File: config.mk
export PLATFORM = sky130hd
export DESIGN_NAME = fp_load_store_formatter
export DESIGN_NICKNAME = d
export VERILOG_FILES = /design/src/fp_ls_pkg.sv /design/src/fp_load_store_formatter.sv /design/src/fp_exp_widen.sv
export SDC_FILE = /design/constraint.sdc
export NUM_CORES = 1
export LEC_CHECK = 0
export BUFFER_PORTS_ARGS = -buffer_cell sky130_fd_sc_hd__buf_2
export CAP_MARGIN = 20
export CORE_MARGIN = 2
export CORE_UTILIZATION = 45
export CTS_BUF_LIST = sky130_fd_sc_hd__clkbuf_4 sky130_fd_sc_hd__clkbuf_8
export CTS_CLUSTER_DIAMETER = 80
export DETAILED_ROUTE_END_ITERATION = 10
export PLACE_DENSITY = 0.78
export SYNTH_ARGS = -nofsm -noshare
export SYNTH_HDL_FRONTEND = slang
export SYNTH_SLANG_ARGS = --single-unit
export TNS_END_PERCENT = 100
File: constraint.sdc
create_clock -name clock -period 8.2 [get_ports clock]
set_input_delay 1.23 -clock clock [delete_from_list [all_inputs] [get_ports clock]]
set_output_delay 1.23 -clock clock [all_outputs]
set_load 0.05 [all_outputs]
File: src/fp_ls_pkg.sv
package fp_ls_pkg;
  // operation codes presented by the pipeline
  localparam logic [2:0] OP_LOAD_LEGACY_SINGLE = 3'h0;
  localparam logic [2:0] OP_LOAD_LEGACY_DOUBLE = 3'h1;
  localparam logic [2:0] OP_LOAD_IEEE_SINGLE = 3'h2;
  localparam logic [2:0] OP_LOAD_IEEE_DOUBLE = 3'h3;
  localparam logic [2:0] OP_STORE_LEGACY_SINGLE = 3'h4;
  localparam logic [2:0] OP_STORE_LEGACY_DOUBLE = 3'h5;
  localparam logic [2:0] OP_STORE_IEEE_SINGLE = 3'h6;
  localparam logic [2:0] OP_STORE_IEEE_DOUBLE = 3'h7;
  // fault codes reported with done
  localparam logic [2:0] FLT_NONE = 3'h0;
  localparam logic [2:0] FLT_ALIGN = 3'h1;
  localparam logic [2:0] FLT_ACCESS = 3'h2;
  localparam logic [2:0] FLT_ON_READ = 3'h3;
  localparam logic [2:0] FLT_ON_WRITE = 3'h4;
  localparam logic [2:0] FLT_TNV = 3'h5;
  localparam logic [2:0] FLT_SUBSET = 3'h6;
  // exponent widths and bias difference
  localparam int EXP_MEM_W = 8;
  localparam int EXP_REG_W = 11;
  localparam logic [10:0] EXP_BIAS_DIFF = 11'h380;
  // alignment masks on the low address bits
  localparam logic [2:0] ALIGN_LONG_MASK = 3'h3;
  localparam logic [2:0] ALIGN_QUAD_MASK = 3'h7;
  localparam int DISP_W = 16;
endpackage

File: src/fp_load_store_formatter.sv
`timescale 1ns/1ps
`default_nettype none
// Operation
// - address is base plus sign-extended displacement
// - misaligned address raises alignment exception
// - legacy single load field order
// - single loads widen 8-bit exponent to 11
// - legacy double load swaps 16-bit words
// - ieee single load field order
// - longword in register layout, low zeros
// - ieee double load copies unchanged
// - legacy single store field order
// - legacy single store ignores bits, no checks
// - legacy double store swaps 16-bit words
// - ieee single store packs bits 63:62,58:29
// - loads report access, read, translation faults
// - stores report access, write, translation faults
// - legacy ops only in legacy subset
// - bits move without interpretation or traps
module fp_load_store_formatter (
  input wire logic clock,
  input wire logic rst,
  input wire logic req_valid, // one-cycle request pulse
  input wire logic [2:0] req_op, // operation code
  input wire logic [63:0] base_integer_register, // base value
  input wire logic [15:0] req_disp, // displacement field
  input wire logic [63:0] float_data_register, // store source
  input wire logic legacy_subset_en, // legacy formats present
  output logic mem_req, // memory request pulse
  output logic mem_write, // store when high
  output logic mem_quad, // quadword size when high
  output logic [63:0] mem_addr, // virtual address
  output logic [63:0] mem_wdata, // store data, memory layout
  input wire logic mem_ack, // memory answer pulse
  input wire logic [63:0] mem_rdata, // load data
  input wire logic mem_acc_viol, // access violation
  input wire logic mem_fault_rw, // fault on read or write
  input wire logic mem_tnv, // translation not valid
  output logic done, // completion pulse
  output logic [63:0] load_result, // register value for loads
  output logic load_we, // write register file
  output logic [2:0] fault // fault code with done
);
  typedef enum logic [3:0] {
    ST_IDLE = 4'h1,
    ST_MEM = 4'h2,
    ST_WIDEN = 4'h4,
    ST_DONE = 4'h8
  } state_e;

  state_e state_r, state_nxt; // sequencer state
  logic [2:0] op_r, op_nxt; // held operation
  logic [63:0] addr_r, addr_nxt; // held address
  logic [63:0] wdata_r, wdata_nxt; // store data
  logic [63:0] rdata_r, rdata_nxt; // captured load data
  logic [63:0] result_r, result_nxt; // load result
  logic mem_req_r, mem_req_nxt;
  logic done_r, done_nxt;
  logic we_r, we_nxt;
  logic [2:0] fault_r, fault_nxt;
  logic quad_r, quad_nxt; // quadword size of the held operation
  logic [7:0] exp_in; // exponent fed to widener
  logic [10:0] exp_wide; // widened exponent, one cycle later
  logic [63:0] va; // computed address

  // true for quadword-sized operations
  function automatic logic is_quad(input logic [2:0] op);
    is_quad = (op == fp_ls_pkg::OP_LOAD_LEGACY_DOUBLE) ||
      (op == fp_ls_pkg::OP_LOAD_IEEE_DOUBLE) ||
      (op == fp_ls_pkg::OP_STORE_LEGACY_DOUBLE) ||
      (op == fp_ls_pkg::OP_STORE_IEEE_DOUBLE);
  endfunction

  // true for legacy-only operations
  function automatic logic is_legacy(input logic [2:0] op);
    is_legacy = (op == fp_ls_pkg::OP_LOAD_LEGACY_SINGLE) ||
      (op == fp_ls_pkg::OP_LOAD_LEGACY_DOUBLE) ||
      (op == fp_ls_pkg::OP_STORE_LEGACY_SINGLE) ||
      (op == fp_ls_pkg::OP_STORE_LEGACY_DOUBLE);
  endfunction

  // swap the four 16-bit words end for end
  function automatic logic [63:0] swap_words(input logic [63:0] d);
    swap_words = {d[15:0], d[31:16], d[47:32], d[63:48]};
  endfunction

  // address adder
  assign va = base_integer_register +
    {{(64 - fp_ls_pkg::DISP_W){req_disp[15]}}, req_disp};

  // exponent source depends on single format
  assign exp_in = (op_r == fp_ls_pkg::OP_LOAD_LEGACY_SINGLE) ?
    rdata_r[14:7] : rdata_r[30:23];

  fp_exp_widen u_widen (
    .clock(clock),
    .rst(rst),
    .exp_in(exp_in),
    .exp_out(exp_wide)
  );

  // sequencer next-state and datapath
  always_comb begin
    state_nxt = state_r;
    op_nxt = op_r;
    addr_nxt = addr_r;
    wdata_nxt = wdata_r;
    rdata_nxt = rdata_r;
    result_nxt = result_r;
    mem_req_nxt = 1'b0;
    done_nxt = 1'b0;
    we_nxt = 1'b0;
    fault_nxt = fault_r;
    quad_nxt = quad_r;
    case (state_r)
      ST_IDLE: begin
        if (req_valid) begin
          op_nxt = req_op;
          addr_nxt = va;
          quad_nxt = is_quad(req_op); // size output comes from a flop
          // store reordering, no value
          case (req_op)
            fp_ls_pkg::OP_STORE_LEGACY_SINGLE: begin
              wdata_nxt = {32'h0, float_data_register[44:29],
                float_data_register[63:62],
                float_data_register[58:45]};
            end
            fp_ls_pkg::OP_STORE_LEGACY_DOUBLE: begin
              wdata_nxt = swap_words(float_data_register);
            end
            fp_ls_pkg::OP_STORE_IEEE_SINGLE: begin
              wdata_nxt = {32'h0, float_data_register[63:62],
                float_data_register[58:29]};
            end
            default: begin
              wdata_nxt = float_data_register;
            end
          endcase
          if (is_legacy(req_op) && !legacy_subset_en) begin
            fault_nxt = fp_ls_pkg::FLT_SUBSET;
            state_nxt = ST_DONE;
          end else if ((va[2:0] & (is_quad(req_op) ?
              fp_ls_pkg::ALIGN_QUAD_MASK :
              fp_ls_pkg::ALIGN_LONG_MASK)) != 3'h0) begin
            fault_nxt = fp_ls_pkg::FLT_ALIGN;
            state_nxt = ST_DONE;
          end else begin
            fault_nxt = fp_ls_pkg::FLT_NONE;
            mem_req_nxt = 1'b1;
            state_nxt = ST_MEM;
          end
        end
      end
      ST_MEM: begin
        // wait for memory answer, classify faults
        if (mem_ack) begin
          rdata_nxt = mem_rdata;
          if (mem_acc_viol) begin
            fault_nxt = fp_ls_pkg::FLT_ACCESS;
          end else if (mem_fault_rw) begin
            fault_nxt = op_r[2] ? fp_ls_pkg::FLT_ON_WRITE :
              fp_ls_pkg::FLT_ON_READ;
          end else if (mem_tnv) begin
            fault_nxt = fp_ls_pkg::FLT_TNV;
          end
          state_nxt = (!op_r[2] && !mem_acc_viol && !mem_fault_rw &&
            !mem_tnv) ? ST_WIDEN : ST_DONE;
        end
      end
      ST_WIDEN: begin
        // widener registers the exponent here; register value is built in ST_DONE
        state_nxt = ST_DONE;
      end
      ST_DONE: begin
        if (fault_r == fp_ls_pkg::FLT_NONE && !op_r[2]) begin
          case (op_r)
            fp_ls_pkg::OP_LOAD_LEGACY_SINGLE: begin
              result_nxt = {rdata_r[15], exp_wide, rdata_r[6:0],
                rdata_r[31:16], 29'h0};
            end
            fp_ls_pkg::OP_LOAD_LEGACY_DOUBLE: begin
              result_nxt = swap_words(rdata_r);
            end
            fp_ls_pkg::OP_LOAD_IEEE_SINGLE: begin
              result_nxt = {rdata_r[31], exp_wide, rdata_r[22:0],
                29'h0};
            end
            default: begin
              result_nxt = rdata_r;
            end
          endcase
          we_nxt = 1'b1;
        end
        done_nxt = 1'b1;
        state_nxt = ST_IDLE;
      end
      default: begin
        state_nxt = ST_IDLE;
      end
    endcase
  end

  // state registers
  always_ff @(posedge clock) begin
    if (rst) begin
      state_r <= ST_IDLE;
      op_r <= 3'h0;
      addr_r <= 64'h0;
      wdata_r <= 64'h0;
      rdata_r <= 64'h0;
      result_r <= 64'h0;
      mem_req_r <= 1'b0;
      done_r <= 1'b0;
      we_r <= 1'b0;
      fault_r <= fp_ls_pkg::FLT_NONE;
      quad_r <= 1'b0;
    end else begin
      state_r <= state_nxt;
      op_r <= op_nxt;
      addr_r <= addr_nxt;
      wdata_r <= wdata_nxt;
      rdata_r <= rdata_nxt;
      result_r <= result_nxt;
      mem_req_r <= mem_req_nxt;
      done_r <= done_nxt;
      we_r <= we_nxt;
      fault_r <= fault_nxt;
      quad_r <= quad_nxt;
    end
  end

  assign mem_req = mem_req_r;
  assign mem_write = op_r[2];
  assign mem_quad = quad_r;
  assign mem_addr = addr_r;
  assign mem_wdata = wdata_r;
  assign done = done_r;
  assign load_result = result_r;
  assign load_we = we_r;
  assign fault = fault_r;

  // misaligned request never reaches memory
  chk_align_no_mem: assert property (
    @(posedge clock) disable iff (rst)
    state_r == ST_IDLE && req_valid &&
    (legacy_subset_en || !is_legacy(req_op)) &&
    (va[2:0] & (is_quad(req_op) ? fp_ls_pkg::ALIGN_QUAD_MASK :
    fp_ls_pkg::ALIGN_LONG_MASK)) != 3'h0 |=>
    !mem_req ##1 done && fault == fp_ls_pkg::FLT_ALIGN)
    else $error("misaligned access went to memory");
  // address equals base plus displacement
  chk_addr_form: assert property (
    @(posedge clock) disable iff (rst)
    state_r == ST_IDLE && req_valid |=> mem_addr ==
    $past(base_integer_register) + {{48{$past(req_disp[15])}},
    $past(req_disp)})
    else $error("address not base plus displacement");
  // ieee double load copies data unchanged
  chk_double_copy: assert property (
    @(posedge clock) disable iff (rst)
    load_we && op_r == fp_ls_pkg::OP_LOAD_IEEE_DOUBLE |->
    load_result == rdata_r)
    else $error("ieee double load altered data");
  // single loads have low 29 bits zero
  chk_single_low: assert property (
    @(posedge clock) disable iff (rst)
    load_we && !mem_quad |-> load_result[28:0] == 29'h0)
    else $error("single load low bits not zero");
  // legacy double load swaps words
  chk_ldouble_swap: assert property (
    @(posedge clock) disable iff (rst)
    load_we && op_r == fp_ls_pkg::OP_LOAD_LEGACY_DOUBLE |->
    load_result[63:48] == rdata_r[15:0])
    else $error("legacy double word order wrong");
  // legacy ops refused outside legacy subset
  chk_subset_refuse: assert property (
    @(posedge clock) disable iff (rst)
    state_r == ST_IDLE && req_valid && !legacy_subset_en &&
    is_legacy(req_op) |-> ##2 done && fault == fp_ls_pkg::FLT_SUBSET)
    else $error("legacy op not refused");
  // store fault on write reported as write fault
  chk_store_fault: assert property (
    @(posedge clock) disable iff (rst)
    state_r == ST_MEM && mem_ack && op_r[2] && !mem_acc_viol &&
    mem_fault_rw |-> ##2 done && fault == fp_ls_pkg::FLT_ON_WRITE)
    else $error("store fault code wrong");
  // load translation fault reported, no register write
  chk_load_tnv: assert property (
    @(posedge clock) disable iff (rst)
    state_r == ST_MEM && mem_ack && !op_r[2] && !mem_acc_viol &&
    !mem_fault_rw && mem_tnv |-> ##2 done && !load_we &&
    fault == fp_ls_pkg::FLT_TNV)
    else $error("load tnv not reported");
  cov_load: cover property (@(posedge clock) load_we);
  cov_store: cover property (@(posedge clock) done && mem_write &&
    fault == fp_ls_pkg::FLT_NONE);
  cov_align: cover property (@(posedge clock)
    fault == fp_ls_pkg::FLT_ALIGN && done);
endmodule
`default_nettype wire

File: src/fp_exp_widen.sv
`timescale 1ns/1ps
`default_nettype none
// registered exponent widening, one cycle latency
module fp_exp_widen (
  input wire logic clock,
  input wire logic rst,
  input wire logic [7:0] exp_in,
  output logic [10:0] exp_out
);
  logic [10:0] exp_r; // widened exponent
  logic [10:0] exp_nxt; // next value

  // all ones stay all ones, zero stays zero, others rebias
  always_comb begin
    if (exp_in == 8'hff) begin
      exp_nxt = 11'h7ff;
    end else if (exp_in == 8'h00) begin
      exp_nxt = 11'h000;
    end else begin
      exp_nxt = {3'h0, exp_in} + fp_ls_pkg::EXP_BIAS_DIFF;
    end
  end

  // register stage
  always_ff @(posedge clock) begin
    if (rst) begin
      exp_r <= 11'h000;
    end else begin
      exp_r <= exp_nxt;
    end
  end

  assign exp_out = exp_r;
endmodule
`default_nettype wire

==> flow_metrics.tcl <==
set metrics [dict create \
    grt_pass1_vias 15200 \
    critPathMaxStageDelay_ns 0.75 \
    fillCellCount 3117 \
    layout.nets 2535 \
    ff_latch_area_mm2 0.00559 \
    via_per_inst 5.96 \
    rows 67 \
    area_growth_syn_to_layout_pct 21.0 \
    netlist_area_mm2 0.0151 \
    hpwl_um 37900 \
    core_mm2 0.0333 \
    power_density_mw_per_mm2 214 \
    synth-edff-count 0 \
    reg2reg_slack_ns 4.69 \
    final.period_utilization_pct 53.3 \
    synth_cell_types 76 \
    synth.net_count 2211 \
    finalPower_uw 3910 \
    critPathBufInv 1 \
    peakVddDrop_v 0.000131 \
    grt_pass1_wl_um 82200 \
    h-tree-depth 2 \
    worstPathCellList "buf_2 -> ha_1 -> a21oi_1 -> o21ai_0 -> a221oi_1 -> o21ai_0 -> nor3b_1 -> o31a_1 -> nor2_2 -> a31oi_1 -> xnor2_1 -> nand2_1 -> a21oi_1" \
    hold_path_class "reg2reg" \
    timing.final.ws_setup_ns 3.83 \
    start_util_pct 45.3 \
    period_needed_ns 4.37 \
    status "finished, final reports clean" \
    required_ns 8.71 \
    path_clk_slew_ns 0.05 \
    tightest_slew_ns 1.16 \
    detail-route-antenna-nets 0 \
    io_buffers 418 \
    arrival_ns 4.88 \
    crit_slowest_cell "buf_2" \
    cts_tree "built" \
    ys_ff_latch 279 \
    drt-wirelength-per-cell_um 19.4 \
    die-area_mm2 0.0350 \
    cts_buffer_depth 3 \
    layout_common_cells "buf_2, nand2_1, dfxtp_1, a21oi_1, nor2_1" \
    placed_area_mm2 0.0172 \
    first_pass_iters 7 \
    hold_path_end "load_result[53]$_SDFFE_PP0P_" \
    p_int_uw 2500 \
    vias 16300 \
    drtIter0Drc 1602 \
    grt_setup_unrepaired "no" \
    ios 419 \
    cp.depth 13 \
    min_from "load_result[53]$_SDFFE_PP0P_" \
    clock_skew_ns 0.0284 \
    combinationalPowerShare_pct 27.4 \
    swShare_pct 36.1 \
    cts_setup_buffers 0 \
    stdcell_area_mm2 0.0182 \
    critPathTopFamily "compound AO/OA/AOI/OAI gates" \
    ff2ff_path_depth 7 \
    drc_errors 0 \
    clockPowerShare_pct 34.4 \
    async_flop_share_pct 0 \
    slew_violations 0 \
    worst_hold_slack_ns 0.451 \
    die_y_um 187 \
    die_w_um 187 \
    synthCells 1928 \
    crit_path_end_kind "register" \
    cts_buffers 50 \
    clock-root-buffer "clkbuf_8" \
    drv_cap 0 \
    crit-reg2reg-capture "state_r[1]$_SDFFE_PP0P_" \
    wl_um 53200 \
    final_layout_size_suffix_gt1_share_pct 24.6 \
    antenna_found_initial 5 \
    post_cts_resized 0 \
    pwr-share-seq_pct 38.2 \
    syn_area_per_cell_um2 7.82 \
    finalSetupViolCount 0 \
    clk_latency_ns 0.60 \
    cts_hold_buffers 0 \
    slew_headroom_pct 22.8 \
    gp_congestion 0.941 \
    preCtsSetupSlack_ns 3.35 \
    crit_fanout 49 \
    tns_ns 0 \
    multi_input_area_mm2 0.00876 \
    cts.sinks 279 \
    worst_setup_path_start_kind "input port" \
    synthFlopType "dfxtp_1" \
    worstSetupPathType "in2reg" \
    min_path_cells 2 \
    p_leak_uw 0.00769 \
    yosysSeqAreaShare_pct 37.0 \
    reg2reg_from "state_r[0]$_SDFFE_PP1P_" \
    max_freq_mhz 229 \
    grt_max_degree 97 \
    p_switching_uw 1410 \
    final_common_cell "buf_2" \
    grt.total_usage_pct 28.8 \
    hold_violations 0 \
    overflow 0 \
    ys_warn_count 0 \
]
==> through the flow <==
step	cells	utilization (%)
6_report	2737	54.8
5_1_grt	2735	54.8
4_1_cts	2731	54.8
3_5_place_dp	2647	51.7
3_3_place_gp	2647	51.7
2_1_floorplan	1928	-
==> cells by family after synthesis <==
| family | share of synthesized area (%) |
|---|---|
| xor+xnor | 3.31 |
| buf+inv | 5.14 |
| mux | 1.13 |
| fa+ha+maj | 5.36 |
| simple gates | 19.8 |
| compound gates | 28.3 |
| flops | 37.0 |
==> Yosys cell counts, types with 8 or more instances <==
cell type	instances	area share, %
a21o_1	33	1.6
a21oi_1	239	7.9
a221oi_1	82	4.8
a22oi_1	72	3.6
a311oi_1	24	1.4
a31oi_1	27	1.1
and3_1	11	0.46
buf_2	12	0.40
clkbuf_1	135	3.4
dfxtp_1	279	37
ha_1	63	5.2
inv_1	17	0.42
mux2i_1	17	1.1
nand2_1	327	8.1
nand2b_1	8	0.33
nand3_1	15	0.50
nand4_1	20	0.83
nor2_1	169	4.2
nor2b_1	10	0.41
nor3_1	94	3.1
o21ai_0	69	2.3
o21bai_1	15	0.75
o221ai_1	13	0.76
xnor2_1	36	2.1
xor2_1	21	1.2
==> power by group through the flow <==
stage          logic, µW  registers, µW  clock network, µW
2_1_floorplan        501           1780                  0
3_3_place_gp        1050           1520                  0
3_5_place_dp        1060           1520                  0
4_1_cts             1060           1490               1370
5_1_grt             1140           1500               1430
6_report            1070           1490               1350
==> worst register-to-register path, stage by stage, from the launching register on <==
cell      delay, ns
dfxtp_1        0.38
nor2b_1        0.26
nor3b_1        0.61
and2_4         0.71
buf_4          0.74
nand2_1        0.34
nor3_1         0.26
o21bai_1       0.15
==> layout make-up <==
| cell class | instances | area share, % |
|---|---|---|
| sequential | 279 | 30.6 |
| antenna | 5 | 0.0686 |
| clock buffer | 73 | 4.96 |
| tap | 448 | 3.07 |
| multi-input combinational | 1467 | 48.0 |
| timing repair buffer | 437 | 12.3 |
| inverter | 17 | 0.350 |
| clock inverter | 11 | 0.610 |
==> worst max path at each step <==
stage | from | to | slack [ns]
after floorplan | base_integer_register[0] | mem_addr[60]$_SDFFE_PP0P_ | 4.22
after global placement | req_disp[15] | mem_addr[58]$_SDFFE_PP0P_ | 3.42
after detailed placement | req_disp[15] | mem_addr[51]$_SDFFE_PP0P_ | 3.35
after CTS | req_disp[15] | mem_addr[51]$_SDFFE_PP0P_ | 3.95
after global routing | req_disp[15] | mem_addr[51]$_SDFFE_PP0P_ | 3.61
final | req_disp[15] | mem_addr[51]$_SDFFE_PP0P_ | 3.83
==> routing by layer <==
layer / global-route usage, % / routed length, µm / up-vias
met2: 45.3 / 23600 / 941
met3: 6.34 / 5510 / 170
met1: 36.9 / 21100 / 7540
met4: 15.2 / 2910 / 4
li1: - / - / 7658
met5: 0 / 21 / -
==> sequential cells by signal (all words and copies together) (netlist names) <==
| signal | flops |
|---|---|
| fault | 3 |
| done | 1 |
| mem_quad | 1 |
| load_result | 64 |
| load_we | 1 |
| mem_wdata | 64 |
| state_r | 4 |
| rdata_r | 64 |
| u_widen.exp_out | 9 |
| op_r | 3 |
| mem_req | 1 |
| mem_addr | 64 |
Power figures use the tool's default switching activity.
